===== config.mk =====
export PLATFORM = sky130hd
export DESIGN_NAME = bcc_regs
export DESIGN_NICKNAME = d
export VERILOG_FILES = /design/src/hw/bcc_regs.v /design/src/hw/bcc_sync.v
export VERILOG_INCLUDE_DIRS = /design/src /design/src/hw
export SDC_FILE = /design/constraint.sdc
export NUM_CORES = 1
export LEC_CHECK = 0
export BUFFER_PORTS_ARGS = -buffer_cell sky130_fd_sc_hd__buf_2
export CAP_MARGIN = 15
export CORE_UTILIZATION = 40
export CTS_CLUSTER_DIAMETER = 60
export DETAILED_ROUTE_END_ITERATION = 8
export PLACE_DENSITY = 0.65
export REMOVE_ABC_BUFFERS = 1
export SKIP_LAST_GASP = 1
export SYNTH_ARGS = -nofsm -noshare
export SYNTH_HDL_FRONTEND = slang
export SYNTH_HIERARCHICAL = 1
export SYNTH_SLANG_ARGS = --single-unit

===== constraint.sdc =====
create_clock -name i_clk_sys -period 9.05 [get_ports i_clk_sys]
set_input_delay 1.3575 -clock i_clk_sys [delete_from_list [all_inputs] [get_ports i_clk_sys]]
set_output_delay 1.3575 -clock i_clk_sys [all_outputs]
set_load 0.1 [all_outputs]

===== src/hw/bcc_defines.vh =====
// Purpose: Constants for the buck converter control register bank
// Assumes: Byte-wide register port, 25 MHz system clock
// Notes: Offsets are register indices on the device's byte port
`ifndef BCC_DEFINES_VH
`define BCC_DEFINES_VH
`define BCC_OFS_BUCK1 8'h00
`define BCC_OFS_BUCK2 8'h01
`define BCC_OFS_BUCK3 8'h02
`define BCC_OFS_BUCK4 8'h03
`define BCC_UNMAPPED_DATA 8'hff
`define BCC_BIT_PIN_SEL 7
`define BCC_RANGE_HI 6
`define BCC_RANGE_LO 5
`define BCC_STEP_HI 4
`define BCC_STEP_LO 2
`define BCC_BIT_PWM 1
`define BCC_BIT_RAMP 0
`define BCC_STEP_RESET 3'h0
`define BCC_RANGE_FORCED 2'h0
`define BCC_CLK_MHZ 25
`define BCC_RAMP_SLOW_US 200
`define BCC_RAMP_FAST_US 60
`define BCC_RAMP_SLOW_CYC (`BCC_RAMP_SLOW_US * `BCC_CLK_MHZ)
`define BCC_RAMP_FAST_CYC (`BCC_RAMP_FAST_US * `BCC_CLK_MHZ)
`define BCC_SLEW_TICK_CYC 16'd25
`endif


===== src/hw/bcc_regs.v =====
// Purpose: Control registers for four step-down converters
// Assumes: Byte register port on the system clock; OTP defaults valid at
//          reset release
// Notes: The buck1 target steps one code per slew tick toward the requested code
//        Ramp acts only at start-up and takes its length from the OTP ramp bit; register writes never change it
`timescale 1ns/1ps
`include "bcc_defines.vh"
// Contract
// - Select clear: target from registers or pin
// - Select set: target from two scaling pins
// - Pin scaling forces range 00, ignores register codes; register range field sets pin code top
// - Range 00 spans 24 steps of 25 mV
// - Other ranges give 32 steps, 12.5 mV
// - Step time field paces intermediate voltage steps
// - Mode bit forces PWM when set
// - Ramp bit picks slow or fast start ramp
// - Registers return to defaults on reset
// - Programmable fields except step time load defaults from OTP
// - Unmapped reads return all ones
module bcc_regs (
   input wire i_clk_sys,
   input wire i_resetn,
   input wire i_wr_en,
   input wire i_rd_en,
   input wire [7:0] i_addr,
   input wire [7:0] i_wdata,
   output reg [7:0] o_rdata,
   input wire [7:0] i_otp_buck1,
   input wire [7:0] i_otp_buck2,
   input wire [7:0] i_otp_buck3,
   input wire [7:0] i_otp_buck4,
   input wire i_scaling_level_pin,
   input wire i_scaling_clock_pin,
   input wire i_buck1_voltage_select_pin,
   input wire [5:0] i_buck1_reg_code,
   input wire [5:0] i_buck1_alt_code,
   output reg [5:0] o_buck1_target,
   output reg [1:0] o_buck1_range,
   output reg o_buck1_pin_mode,
   output reg [3:0] o_pwm_force,
   output reg o_buck4_ramp_busy
);
   localparam ST_LOAD = 3'b001;
   localparam ST_RUN = 3'b010;
   localparam ST_IDLE = 3'b100;
   reg [2:0] state_reg;
   reg [7:0] ctl_reg [0:3];
   reg [5:0] pin_code_reg;
   reg clk_pin_d_reg;
   reg [5:0] goal;
   reg [15:0] tick_cnt_reg;
   reg [18:0] ramp_cnt_reg;
   wire lvl_s;
   wire clk_s;
   wire sel_s;
   wire [15:0] tick_len;
   wire [5:0] pin_max;
   integer k;
   genvar g;
   // Ramp lengths are whole cycles of the system clock
   wire [31:0] ramp_fast = `BCC_RAMP_FAST_CYC;
   wire [31:0] ramp_slow = `BCC_RAMP_SLOW_CYC;
   // Writes in the load cycle are dropped so they cannot override the OTP copy
   wire wr_ok = i_wr_en && (state_reg != ST_LOAD);
   reg [7:0] rdata_next;
   wire [3:0] pwm_sel;

   // Pins are asynchronous, so each passes two flops first
   bcc_sync u_sync_lvl (.i_clk_sys(i_clk_sys), .i_resetn(i_resetn),
      .i_pin(i_scaling_level_pin), .o_level(lvl_s));
   bcc_sync u_sync_clk (.i_clk_sys(i_clk_sys), .i_resetn(i_resetn),
      .i_pin(i_scaling_clock_pin), .o_level(clk_s));
   bcc_sync u_sync_sel (.i_clk_sys(i_clk_sys), .i_resetn(i_resetn),
      .i_pin(i_buck1_voltage_select_pin), .o_level(sel_s));

   // One force bit per converter, bit k for converter k+1
   generate
      for (g = 0; g < 4; g = g + 1) begin : g_pwm
         assign pwm_sel[g] = ctl_reg[g][`BCC_BIT_PWM];
      end
   endgenerate

   // Pin scaling fields live only in the first register
   wire pin_mode = ctl_reg[0][`BCC_BIT_PIN_SEL];
   wire [1:0] pin_rng = ctl_reg[0][`BCC_RANGE_HI:`BCC_RANGE_LO];
   wire [2:0] step1 = ctl_reg[0][`BCC_STEP_HI:`BCC_STEP_LO];
   // Range 00 has 24 codes, the others 32
   assign pin_max = (pin_rng == 2'h0) ? 6'd23 : 6'd31;
   // Slew tick grows with step time code
   assign tick_len = `BCC_SLEW_TICK_CYC << step1;
   // Only a rising edge of the synced clock pin steps the code; a smaller range clamps it to pin_max
   wire clk_rise = clk_s && !clk_pin_d_reg;
   wire slew_tick = (tick_cnt_reg >= tick_len - 16'h0001);

   // Pin code replaces both register and select pin sources
   always @* begin
      if (pin_mode) begin
         goal = pin_code_reg;
      end else if (sel_s) begin
         goal = i_buck1_alt_code;
      end else begin
         goal = i_buck1_reg_code;
      end
   end

   // Unmapped offsets answer all ones
   always @* begin
      if (i_addr == `BCC_OFS_BUCK1) begin
         rdata_next = ctl_reg[0];
      end else if (i_addr == `BCC_OFS_BUCK2) begin
         rdata_next = ctl_reg[1];
      end else if (i_addr == `BCC_OFS_BUCK3) begin
         rdata_next = ctl_reg[2];
      end else if (i_addr == `BCC_OFS_BUCK4) begin
         rdata_next = ctl_reg[3];
      end else begin
         rdata_next = `BCC_UNMAPPED_DATA;
      end
   end

   // Reset holds plain zeros; OTP values arrive one edge later
   always @(posedge i_clk_sys or negedge i_resetn) begin
      if (!i_resetn) begin
         state_reg <= ST_LOAD;
         for (k = 0; k < 4; k = k + 1) begin
            ctl_reg[k] <= 8'h00;
         end
         o_rdata <= 8'h00;
         pin_code_reg <= 6'h00;
         clk_pin_d_reg <= 1'b0;
         tick_cnt_reg <= 16'h0000;
         ramp_cnt_reg <= 19'h00000;
         o_buck1_target <= 6'h00;
         o_buck1_range <= 2'h0;
         o_buck1_pin_mode <= 1'b0;
         o_pwm_force <= 4'h0;
         o_buck4_ramp_busy <= 1'b0;
      end else begin
         clk_pin_d_reg <= clk_s;
         case (state_reg)
            ST_LOAD: begin
               // OTP captured after release, never inside reset
               ctl_reg[0] <= {i_otp_buck1[7:5], `BCC_STEP_RESET,
                  i_otp_buck1[1], 1'b0};
               ctl_reg[1] <= {3'h0, `BCC_STEP_RESET, i_otp_buck2[1],
                  1'b0};
               ctl_reg[2] <= {3'h0, `BCC_STEP_RESET, i_otp_buck3[1],
                  1'b0};
               ctl_reg[3] <= {3'h0, `BCC_STEP_RESET, i_otp_buck4[1],
                  i_otp_buck4[0]};
               ramp_cnt_reg <= i_otp_buck4[`BCC_BIT_RAMP] ?
                  ramp_fast[18:0] : ramp_slow[18:0];
               o_buck4_ramp_busy <= 1'b1;
               state_reg <= ST_RUN;
            end
            ST_RUN: begin
               // Busy drops on the edge after the count reaches one
               if (ramp_cnt_reg > 19'h00001) begin
                  ramp_cnt_reg <= ramp_cnt_reg - 19'h00001;
               end else begin
                  o_buck4_ramp_busy <= 1'b0;
                  state_reg <= ST_IDLE;
               end
            end
            ST_IDLE: begin
               // Ramp runs once per reset from the OTP ramp bit, so a rewritten
               // register ramp bit never changes the ramp length
               state_reg <= ST_IDLE;
            end
            default: begin
               // Any stray code restarts the OTP load
               state_reg <= ST_LOAD;
            end
         endcase
         if (wr_ok) begin
            // Reserved positions are masked so they always read zero
            if (i_addr == `BCC_OFS_BUCK1) begin
               ctl_reg[0] <= {i_wdata[7:1], 1'b0};
            end else if (i_addr == `BCC_OFS_BUCK2) begin
               ctl_reg[1] <= {3'h0, i_wdata[4:1], 1'b0};
            end else if (i_addr == `BCC_OFS_BUCK3) begin
               ctl_reg[2] <= {3'h0, i_wdata[4:1], 1'b0};
            end else if (i_addr == `BCC_OFS_BUCK4) begin
               ctl_reg[3] <= {3'h0, i_wdata[4:0]};
            end
         end
         // Read data holds until the next read
         if (i_rd_en) begin
            o_rdata <= rdata_next;
         end
         // Scaling clock rising edge moves code up or down by level pin
         if (!pin_mode) begin
            pin_code_reg <= 6'h00;
         end else if (clk_rise) begin
            if (lvl_s && pin_code_reg < pin_max) begin
               pin_code_reg <= pin_code_reg + 6'h01;
            end else if (!lvl_s && pin_code_reg != 6'h00) begin
               pin_code_reg <= pin_code_reg - 6'h01;
            end
         end else if (pin_code_reg > pin_max) begin
            pin_code_reg <= pin_max;
         end
         // Target walks one code per tick instead of jumping
         if (slew_tick) begin
            tick_cnt_reg <= 16'h0000;
            if (o_buck1_target < goal) begin
               o_buck1_target <= o_buck1_target + 6'h01;
            end else if (o_buck1_target > goal) begin
               o_buck1_target <= o_buck1_target - 6'h01;
            end
         end else begin
            tick_cnt_reg <= tick_cnt_reg + 16'h0001;
         end
         o_buck1_pin_mode <= pin_mode;
         // Range is held at 00 while the pins own the target
         o_buck1_range <= pin_mode ? `BCC_RANGE_FORCED : pin_rng;
         o_pwm_force <= pwm_sel;
      end
   end
endmodule // bcc_regs


===== src/hw/bcc_sync.v =====
// Purpose: Two-flop synchroniser for a pin level
// Assumes: One clock domain
// Notes: First stage is read only by the second
`timescale 1ns/1ps
module bcc_sync (
   input wire i_clk_sys,
   input wire i_resetn,
   input wire i_pin,
   output reg o_level
);
   reg meta_reg;
   always @(posedge i_clk_sys or negedge i_resetn) begin
      if (!i_resetn) begin
         meta_reg <= 1'b0;
         o_level <= 1'b0;
      end else begin
         meta_reg <= i_pin;
         o_level <= meta_reg;
      end
   end
endmodule // bcc_sync


# Word level (Yosys, flattened, before mapping)
# Index checks and enable logic that the tools add are counted.
op_classes:
  n_addsub: 7
  n_mul: 0
  n_div: 0
  order_cmp: 6
  eq_ne: 11
  shift: 1
  n_mux: 32
  n_bitwise: 0
  reduce_logical: 15
ops:
  columns: ["op", "n"]
  rows:
  - ["$mux 8", 9]
  - ["$mux 32", 2]
  - ["$mux 6", 9]
  - ["$pmux 19 s2", 1]
  - ["$mux 16", 2]
  - ["$mux 24", 1]
  - ["$gt 19x1->1 const B", 1]
  - ["$mux 19", 1]
  - ["$sub 19x1->19 const B", 1]
  - ["$add 16x1->16 const B", 1]
  - ["$eq 8x2->1 const B", 2]
  - ["$ge 16x16->1", 1]
  - ["$shl 5x3->16 const A", 1]
  - ["$sub 16x1->16 const B", 1]
  - ["$mux 13", 1]
  - ["$add 6x1->6 const B", 2]
  - ["$sub 6x1->6 const B", 2]
  - ["$pmux 3 s3", 1]
  - ["$eq 8x1->1 const B", 1]
  - ["$logic_not 8->1", 1]
  - ["$reduce_and 2->1", 4]
  - ["$gt 6x5->1", 1]
  - ["$gt 6x6->1", 1]
  - ["$lt 6x5->1", 1]
  - ["other kinds (17)", 24]
totals:
  regBits: 105
  latchBits: 0
  ram_bits: 0
  rom_bits: 0
  output_inout_bits: 22
  word_cells: 93
  memories: 0

# Depth between registers and ports, before layout
# Gate-level depths: netlist of run 1.
depth:
  depth_word: 7
  depth_mapped: 15

# Cells and area by module
# Netlist of run 1, hierarchy kept.
modules_own_cells:
  columns: ["module", "n_inst", "cells_per_inst", "area_each_um2", "seq_area_each_um2"]
  rows:
  - ["bcc_regs", 1, 570, 5649.2, 2478.6]
  - ["bcc_sync", 3, 2, 50.0, 50.0]

# Least setup slack after synthesis of run 1
# Ideal clock, no wire load.
synth_timing:
  path_kind: "input to register"
  start: "input i_buck1_alt_code[5]"
  end: "register o_buck1_target[5]"
  setup_time_ps: 159
  arrival_ps: 3573
  t_required_ps: 8891
  setup_slack_ps: 5319
  cell_stages: 13
  path_buffers: 0
  cell_sequence: "mux2i_1 nor2_1 a21oi_1 ha_1 a21oi_1 o21a_1 o21ai_0 ha_1 o21ai_0 o21a_1 nor4_1 o221ai_1 xnor2_1"
synth_between:
  elab_chain_cells: 5
  word_cells_on_any_way: 7
synth_rtl:
  columns: ["item", "line", "text"]
  rows:
  - ["from (decl)", "bcc_regs.v:36", "input wire [5:0] i_buck1_alt_code,"]
  - ["$mux 6 (*)", "bcc_regs.v:99", "end else if (sel_s) begin"]
  - ["$mux 6 (*)", "bcc_regs.v:97", "if (pin_mode) begin"]
  - ["$lt 6x6->1 / $gt 6x6->1 (equally long branches)", "bcc_regs.v:206, bcc_regs.v:208", null]
  - ["$reduce_bool 2->1 (no source line)", null, null]
  - ["$reduce_and 2->1 (no source line)", null, null]
  - ["to (signal assigned)", "bcc_regs.v:207", "o_buck1_target <= o_buck1_target + 6'h01;"]
  - ["to (signal assigned)", "bcc_regs.v:209", "o_buck1_target <= o_buck1_target - 6'h01;"]
  - ["to (decl)", "bcc_regs.v:37", "output reg [5:0] o_buck1_target,"]
# Mark *: on every way between the ends. The rest lies on a longest branch, timed or not.
# A chain may end at the register's enable or synchronous reset.

# Worst setup path after layout of run 1
layout_timing:
  start: "register ctl_reg[27] (netlist bit)"
  end: "register o_buck1_target[4]"
layout_between:
  elab_chain_cells: 4
layout_rtl:
  columns: ["item", "line", "text"]
  rows:
  - ["from (decl)", "bcc_regs.v:47", "reg [7:0] ctl_reg [0:3];"]
  - ["$shl 5x3->16 (no source line)", null, null]
  - ["$sub 16x1->16", "bcc_regs.v:93", "wire slew_tick = (tick_cnt_reg >= tick_len - 16'h0001);"]
  - ["$ge 16x16->1", "bcc_regs.v:93", null]
  - ["$reduce_and 2->1 (no source line)", null, null]
# Every way passes these cells.

==> results of run 1 <==
[layout by cell type, fill, tap and decap left out, drive strengths merged, types with 15 or more instances in the layout]
cell type	instances
dfrtp	104
nor2	72
buf	67
nand2	45
a21oi	37
ha	34
mux2i	27
o21ai	23
inv	19
and3	19
xnor2	16
nand3	15
[cell type report]
type,instances,area [sq um]
clock inverter,4,52.6
inverter,20,75.1
fill,1329,7420
multi-input combinational,427,3000
timing repair buffer,67,345
clock buffer,12,246
tap,180,225
sequential,105,2630
[cells by family after synthesis]
kind of cell    count (synthesis)  synth area share (%)
simple gates                  211                  18.6
compound gates                112                  12.3
flops                         105                  45.3
buf+inv                        46                  3.19
mux                            40                  8.74
fa+ha+maj                      36                  8.03
xor+xnor                       25                  3.78
other cells                     1                0.0647
[path summary, 6_finish.rpt]
check                                     from                  to  slack (ns)  cells past startpoint
min                        u_sync_clk/meta_reg  u_sync_clk/o_level        0.35                      0
max in group asynchronous             i_resetn    tick_cnt_reg[10]        6.82                      2
min reg2reg                u_sync_clk/meta_reg  u_sync_clk/o_level        0.35                      0
max reg2reg                        ctl_reg[27]   o_buck1_target[4]        5.22                     12
min in group asynchronous             i_resetn    ramp_cnt_reg[18]        0.90                      1
max                                ctl_reg[27]   o_buck1_target[4]        5.22                     12
[power groups by stage]
stage	Clock (mW)	Combinational, mW	Sequential (mW)
global route	0.427	1.07	0.683
CTS	0.404	0.972	0.668
detailed placement	0	0.963	0.676
global placement	0	0.937	0.673
finish	0.393	0.968	0.667
floorplan	0	0.563	0.862
[Yosys cell counts (8+ instances only)]
cell type / instances
inv_1: 18
xnor2_1: 16
o21ai_0: 22
nand2_1: 45
clkbuf_1: 19
mux4_2: 8
xor2_1: 9
and3_1: 18
a21oi_1: 36
a31oi_1: 9
nand3_1: 14
dfrtp_1: 104
nor2_1: 72
ha_1: 34
mux2i_1: 27
[routing by layer]
metal | share of wire (%) | global-route usage [%]
met3 | 3.8 | 4.28
met1 | 47 | 23.7
met2 | 48 | 28.3
met5 | 0 | 0
met4 | 1.1 | 6.71
[worst reg2reg max path, stage by stage (launching register included)]
cell      delay [ns]
dfrtp_1         0.53
clkinv_1        0.32
ha_1            0.34
nor3_1          0.41
a31oi_1         0.13
o21ai_0         0.14
o21ai_0         0.12
ha_1            0.31
nand4_1         0.09
or2_2           0.28
o311ai_1        0.45
o21ai_1         0.27
mux2_2          0.33
[metrics by stage]
stage | area [sq um] | hold WS, ns | std cells | worst slack (ns)
after floorplan | 5700 | 0.331 | 552 | 5.31
after global placement | 6270 | 0.336 | 799 | 4.90
after detailed placement | 6270 | 0.335 | 799 | 4.88
after CTS | 6570 | 0.350 | 815 | 5.20
after global routing | 6570 | 0.355 | 815 | 4.80
final | 6570 | 0.348 | 815 | 5.22
==> qor.yml, run 1 <==
crit_buf_inv: 1
finalCritPeriodShare_pct: 42.3
antenna-diode-count: 0
clk_latency_ns: 0.35
largest_register_ffs: 32
worst_pin_slew_ns: 1.04
dp_hpwl_um: 8840
track_usage_pct: 17.9
netlist_area_sq_um: 5800
hold_buffers: 0
syn_inst: 576
cts.sinks: 105
swShare_pct: 43.8
max_stage_delay_ns: 0.53
status: "completed"
postCtsSetupBuffers: 0
end_kind: "register"
setup_viol: 0
syn_to_final_growth_pct: 13.3
vias: 4373
place.gp.congestion: 0.848
worstPathRequired_ns: 9.28
slew_headroom_pct: 30.9
nets: 733
htree_levels: 3
drtIter0Drc: 297
synth_ff_type: "dfrtp_1"
intPower_mw: 1.14
critical_path_peak_fanout: 10
crit_path_top_delay_cell: "dfrtp_1"
wl_um: 12400
cap_violations: 0
finalPower_mw: 2.03
cts_tree: "done"
cp_top_family: "compound AO/OA/AOI/OAI gates"
slew_viol_final: 0
synth_cell_types: 70
rsz0062_at_grt: "false"
yosys.area.top_type: "dfrtp_1"
hold_class: "register to register"
drive_gt1_share_pct: 17.5
seq_power_share_pct: 32.9
cts_buffer_depth: 2
core_area_sq_um: 14000
grt.overflow.total: 0
criticalPathCategory: "register to register"
path_cells: "clkinv_1 > ha_1 > nor3_1 > a31oi_1 > o21ai_0 > o21ai_0 > ha_1 > nand4_1 > or2_2 > o311ai_1 > o21ai_1 > mux2_2"
fin_util_pct: 47.0
tns_ns: 0
grt_pass1_vias: 4329
die_area_sq_um: 15000
avgSynthCellArea_sq_um: 10.1
cellPowerDensity_nw_per_um2: 309
synth_top_area_share_pct: 44.9
drtAntennaViolNets: 0
io_buffers: 64
ir_worst_vdd_uv: 270
yosysWarnings: 6
p_clk_share_pct: 19.4
pwr-share-comb_pct: 47.7
first_pass_iters: 4
initial_core_util_pct: 41.5
ys_seq_elements: 105
fmax_mhz: 261
startpoint_type: "register"
via_per_inst: 5.37
antenna_found_initial: 0
final-hold-violation-count: 0
ys_seq_area_share_pct: 45.3
grt_pass1_wl_um: 21000
leakage_nw: 3.03
ios: 89
row_count: 43
clock_skew_ns: 0.00614
grt_max_degree: 83
cts_resized: 0
synth_edf_count: 0
root_buffer: "clkbuf_16"
clk_pin_slew_ns: 0.07
die_height_um: 122
async_flop_share_pct: 100
finalCriticalPeriod_ns: 3.83
critPathArrivalTime_ns: 4.07
fp.dieW_um: 122
numCtsBuffers: 9
avgRoutedWirePerCell_um: 15.2
switching_power_uw: 889
synth_area_leaders: "dfrtp_1, ha_1, mux2i_1"
drc: 0
(Power assumes the default switching activity.)
==> inputs of run 2 (changes only) <==
ABC_AREA = 1   (was default)
PLACE_DENSITY = 0.66   (was 0.65)
clock period = 3.4 ns   (was 9.05 ns; I/O delays follow)
==> run 2 against run 1 <==
  * Sequential share of layout area down 2.9 points
  * Final cell count up 35%
  * Core utilization down 0.38 points
  * Combinational power rose to 3.1 times the previous value
  * Die area up 7.4%
  * First-iteration DRC count up 16%
  * Fmax up 28%
  * Count of clock-buffer cells in the layout unchanged
  * Non-clock buffer count up 2
  * Cell area up 7.8%
  * Hold slack worse by 0.19 ns
  * Critical path depth up 4
==> qor.yml, run 2 <==
avgSynthCellArea_sq_um: 7.42
initial_core_util_pct: 41.0
syn_to_final_growth_pct: 13.6
synth_top_area_share_pct: 41.7
place.gp.congestion: 0.861
synth_ff_type: "dfrtp_1"
final_cell_mix: "nand2_1, nor2_1, dfrtp_1"
switching_power_mw: 2.82
cts.sinks: 105
critical_path_peak_fanout: 9
setup_viol: 0
cellPowerDensity_nw_per_um2: 836
finalCritPeriodShare_pct: 88.2
max_stage_delay_ns: 0.49
grt_pass1_vias: 4789
ys_seq_elements: 105
first_pass_iters: 5
slew_viol_final: 0
antenna_found_initial: 0
vias: 5448
crit_buf_inv: 1
synth_area_leaders: "dfrtp_1, nand2_1, nor2_1"
antenna-diode-count: 0
fp.dieW_um: 127
numCtsBuffers: 9
tns_ns: 0
hold_buffers: 0
r2r_cells: 16
crit_path_top_delay_cell: "dfrtp_1"
swShare_pct: 47.6
async_flop_share_pct: 100
clock_skew_ns: 0.0102
synth_cell_types: 39
cts_resized: 0
p_clk_share_pct: 19.4
end_kind: "register"
track_usage_pct: 18.8
startpoint_type: "register"
hold_class: "input port to asynchronous set/reset pin"
status: "completed"
ys_seq_area_share_pct: 42.1
yosys.area.top_type: "dfrtp_1"
grt_max_degree: 63
worst_pin_slew_ns: 0.867
grt_pass1_wl_um: 24100
avgRoutedWirePerCell_um: 13.2
timing.rr.start: "ctl_reg[27]"
cts_tree: "done"
die_area_sq_um: 16100
intPower_mw: 3.10
postCtsSetupBuffers: 0
cp_top_family: "simple AND/OR/NAND/NOR gates"
final-hold-violation-count: 0
rsz0062_at_grt: "false"
io_buffers: 64
ir_worst_vdd_uv: 590
r2r-end: "o_buck1_target[5]"
netlist_area_sq_um: 6240
largest_register_ffs: 32
ios: 89
drive_gt1_share_pct: 12.2
fill_cells: 1512
syn_inst: 841
via_per_inst: 4.97
drc: 0
critPathArrivalTime_ns: 3.24
synth_edf_count: 0
ff2ff_setup_slack_ns: 0.40
clk_latency_ns: 0.36
drtIter0Drc: 346
worstPathRequired_ns: 3.64
fmax_mhz: 333
placed_area_sq_um: 6750
yosysWarnings: 6
core_area_sq_um: 15200
finalCriticalPeriod_ns: 3.00
cap_violations: 0
htree_levels: 3
final_common_cell: "nand2_1"
clk_pin_slew_ns: 0.07
leakage_nw: 3.61
die_height_um: 127
path_cells: "inv_1 > ha_1 > o31ai_1 > nand2_1 > xor2_1 > ha_1 > nand2_1 > nor2_1 > and2_1 > nor2_1 > nand2_1 > nand2_1 > nand2_2 > nand2_1 > nand2_1 > nand2_1"
cts_buffer_depth: 2
row_count: 45
nets: 1007
criticalPathCategory: "register to register"
grt.overflow.total: 0
pwr-share-comb_pct: 50.2
root_buffer: "clkbuf_16"
fin_area_sq_um: 7080
seq_power_share_pct: 30.4
wl_um: 14400
yosysMostFrequentCell: "nand2_1"
slew_headroom_pct: 42.1
drtAntennaViolNets: 0
path_common_cell: "nand2_1"
dp_hpwl_um: 10600
synthTopCellsByCount: "nand2_1, nor2_1, dfrtp_1"
run 2: changes by cell type after synthesis, moves of 8 or more:
cell | previous run | this run
and3_1 | 18 | 0
xnor2_1 | 16 | 6
a21oi_1 | 36 | 21
nand3_1 | 14 | 83
inv_1 | 18 | 74
o21ai_0 | 22 | 45
nor2_1 | 72 | 132
clkbuf_1 | 19 | 8
mux4_2 | 8 | 0
mux2i_1 | 27 | 0
nand2_1 | 45 | 240
run 2: worst max-delay path by stage:
| stage | start | endpoint | slack [ns] | cells past startpoint |
|---|---|---|---|---|
| 2_1_floorplan | o_buck1_target[5] | o_buck1_target[5] | 0.60 | 14 |
| 3_3_place_gp | ctl_reg[27] | o_buck1_target[5] | 0.50 | 18 |
| 3_5_place_dp | ctl_reg[27] | tick_cnt_reg[3] | 0.47 | 15 |
| 4_1_cts | ctl_reg[27] | tick_cnt_reg[3] | 0.44 | 15 |
| 5_1_grt | ctl_reg[31] | o_buck1_target[5] | 0.11 | 17 |
| 6_report | ctl_reg[27] | o_buck1_target[5] | 0.40 | 16 |
run 2: layer usage:
| metal | vias up | track usage, % | routed length, um |
|---|---|---|---|
| li1 | 2833 | - | - |
| met1 | 2489 | 26.7 | 7120 |
| met2 | 116 | 29.0 | 6490 |
| met3 | 10 | 4.09 | 640 |
| met4 | 0 | 4.97 | 191 |
| met5 | - | 0 | 0 |
run 2: layout make-up:
type | instances | area [sq um] | area share (%)
clock buffers | 12 | 256 | 3.62
clock inverters | 4 | 75.1 | 1.06
inverters | 76 | 285 | 4.03
well taps | 188 | 235 | 3.32
multi-input cells | 643 | 3230 | 45.6
flip-flops and latches | 105 | 2630 | 37.1
repair buffers | 69 | 373 | 5.26
run 2: worst register-to-register path, stage by stage (launching register included):
cell and delay, ns:
dfrtp_1 0.49, inv_1 0.15, ha_1 0.22, o31ai_1 0.44, nand2_1 0.12, xor2_1 0.17, ha_1 0.29, nand2_1 0.05
nor2_1 0.11, and2_1 0.14, nor2_1 0.04, nand2_1 0.06, nand2_1 0.08, nand2_2 0.17, nand2_1 0.20, nand2_1 0.10
nand2_1 0.05
run 2: cells by family after synthesis:
logic type               share of synthesized area (%)
AO/OA/AOI/OAI                                     7.12
XOR/XNOR                                          2.25
adder cells (fa/ha/maj)                           7.46
buffers and inverters                             6.20
flip-flops                                        42.1
other                                           0.0601
AND/OR/NAND/NOR                                   34.8
run 2: per-stage QoR:
stage	total power, mW	setup WS (ns)	hold slack, ns	utilization (%)	instances
after floorplan	4.11	0.599	0.214	-	824
after global placement	4.76	0.496	0.336	44.4	1081
after detailed placement	4.80	0.473	0.336	44.4	1081
after CTS	5.97	0.441	0.180	46.6	1097
after global routing	6.42	0.106	0.187	46.6	1097
final	5.92	0.401	0.155	46.6	1097
run 2: power by group through the flow:
stage	Sequential, mW	Clock [mW]	Combinational (mW)
global placement	1.82	0	2.94
global route	1.84	1.23	3.35
finish	1.80	1.15	2.97
detailed placement	1.82	0	2.98
floorplan	2.32	0	1.79
CTS	1.80	1.18	2.99
==> inputs of run 3 (changes only) <==
CORE_UTILIZATION = 35   (was 40)
PLACE_DENSITY = 0.6   (was 0.66)
==> run 3 against run 2 <==
  * Flip-flop and latch count unchanged
  * Hold slack better by 0.11 ns
  * First-iteration DRC count shrank 22%
  * Largest cell class unchanged
  * Highest routed layer unchanged
==> qor.yml, run 3 (synthesis results as in run 2) <==
place.gp.congestion: 0.829
avgRoutedWirePerCell_um: 12.8
worst_pin_slew_ns: 0.885
first_pass_iters: 5
cts_buffer_depth: 2
grt.overflow.total: 0
drc: 0
worstPathRequired_ns: 3.65
io_buffers: 64
antenna-diode-count: 0
critPathArrivalTime_ns: 3.21
ir_worst_vdd_uv: 774
fin_util_pct: 41.0
track_usage_pct: 17.2
core_area_sq_um: 17400
final_common_cell: "nand2_1"
drtIter0Drc: 270
crit_buf_inv: 2
critical_path_peak_fanout: 14
crit_path_top_delay_cell: "ha_1"
syn_to_final_growth_pct: 13.9
nets: 1008
tns_ns: 0
grt_pass1_vias: 5109
postCtsSetupBuffers: 0
cts_tree: "done"
clock_skew_ns: 0.00591
root_buffer: "clkbuf_16"
drive_gt1_share_pct: 12.4
criticalPathCategory: "register to register"
clk_pin_slew_ns: 0.07
row_count: 48
worst_slack_ns: 0.440
finalCriticalPeriod_ns: 2.96
cap_violations: 0
final_cell_mix: "nand2_1, nor2_1, dfrtp_1"
placed_area_sq_um: 6810
cts.sinks: 105
cellPowerDensity_nw_per_um2: 818
leakage_nw: 3.61
final-hold-violation-count: 0
hold_class: "input port to register"
grt_max_degree: 68
path_common_cell: "nand2_1"
grt_pass1_wl_um: 24700
vias: 5426
dp_slack_ns: 0.420
cp_top_family: "simple AND/OR/NAND/NOR gates"
cts_resized: 0
startpoint_type: "register"
numCtsBuffers: 9
end_kind: "register"
status: "completed"
initial_core_util_pct: 35.9
fp.dieW_um: 136
antenna_found_initial: 0
largest_register_ffs: 32
max_stage_delay_ns: 0.45
setup_viol: 0
die_height_um: 136
fin_area_sq_um: 7110
clk_latency_ns: 0.35
hold_buffers: 0
fmax_mhz: 338
wl_um: 14600
die_area_sq_um: 18400
path_cells: "inv_1 > nand3_1 > o21ai_0 > ha_1 > a21oi_1 > nand3_1 > ha_1 > nand2_1 > nand2_1 > nand3_1 > nand2_1 > nor2_1 > inv_1 > nand2_1 > nand2_1 > nand3_1 > nand2_1"
ios: 89
htree_levels: 3
slew_viol_final: 0
ff2ff_setup_slack_ns: 0.44
finalCritPeriodShare_pct: 87.1
slew_headroom_pct: 41.0
rsz0062_at_grt: "false"
via_per_inst: 4.78
drtAntennaViolNets: 0
dp_hpwl_um: 10600
[run 3: changes by cell type in the layout (fill, tap and decap cells not counted), sizes merged]
cell and delta:
clkinvlp -1, bufinv -2, inv +1, clkbuf +1, clkinv +1, buf +1
[run 3: stage by stage]
step                cells  total power [mW]  hold WS [ns]
finish               1135              5.82         0.262
global route         1135              6.35         0.244
CTS                  1135              5.89         0.250
detailed placement   1119              4.81         0.336
global placement     1119              4.77         0.335
floorplan             824              4.11         0.214
[run 3: layer usage]
layer	vias to the layer above	GRT usage, %	share of wire [%]
met2	95	27.7	45
met1	2485	23.3	50
li1	2838	-	-
met4	0	3.50	0.73
met3	8	4.15	4.3
met5	-	0	0
[run 3: worst paths after layout]
path | from | endpoint | cells after the start
setup / recovery | ctl_reg[31] | o_buck1_target[5] | 17
max in group asynchronous | i_resetn | ctl_reg[26] | 2
setup reg to reg | ctl_reg[31] | o_buck1_target[5] | 17
hold reg to reg | u_sync_clk/meta_reg | u_sync_clk/o_level | 0
min in group asynchronous | i_resetn | o_buck1_target[5] | 1
hold / removal | i_buck1_voltage_select_pin | u_sync_sel/meta_reg | 1
[run 3: where the power goes]
group / switching, mW / internal [mW]
Clock: 0.473 / 0.579
Sequential: 0.274 / 1.52
Combinational: 2.07 / 0.897
Total: 2.82 / 3.00
[run 3: worst reg2reg max path, stage by stage (launching register included)]
cell,delay (ns)
dfrtp_1,0.38
inv_1,0.34
nand3_1,0.13
o21ai_0,0.10
ha_1,0.27
a21oi_1,0.20
nand3_1,0.29
ha_1,0.46
nand2_1,0.09
nand2_1,0.07
nand3_1,0.07
nand2_1,0.05
nor2_1,0.13
inv_1,0.05
nand2_1,0.06
nand2_1,0.04
nand3_1,0.07
nand2_1,0.06
[run 3: final cells by class]
class	count	area (sq um)
clock buffer	13	280
clock inverter	3	21.3
fill	1823	10200
inverter	76	285
multi-input combinational	643	3230
sequential	105	2630
tap	225	282
timing repair buffer	70	380
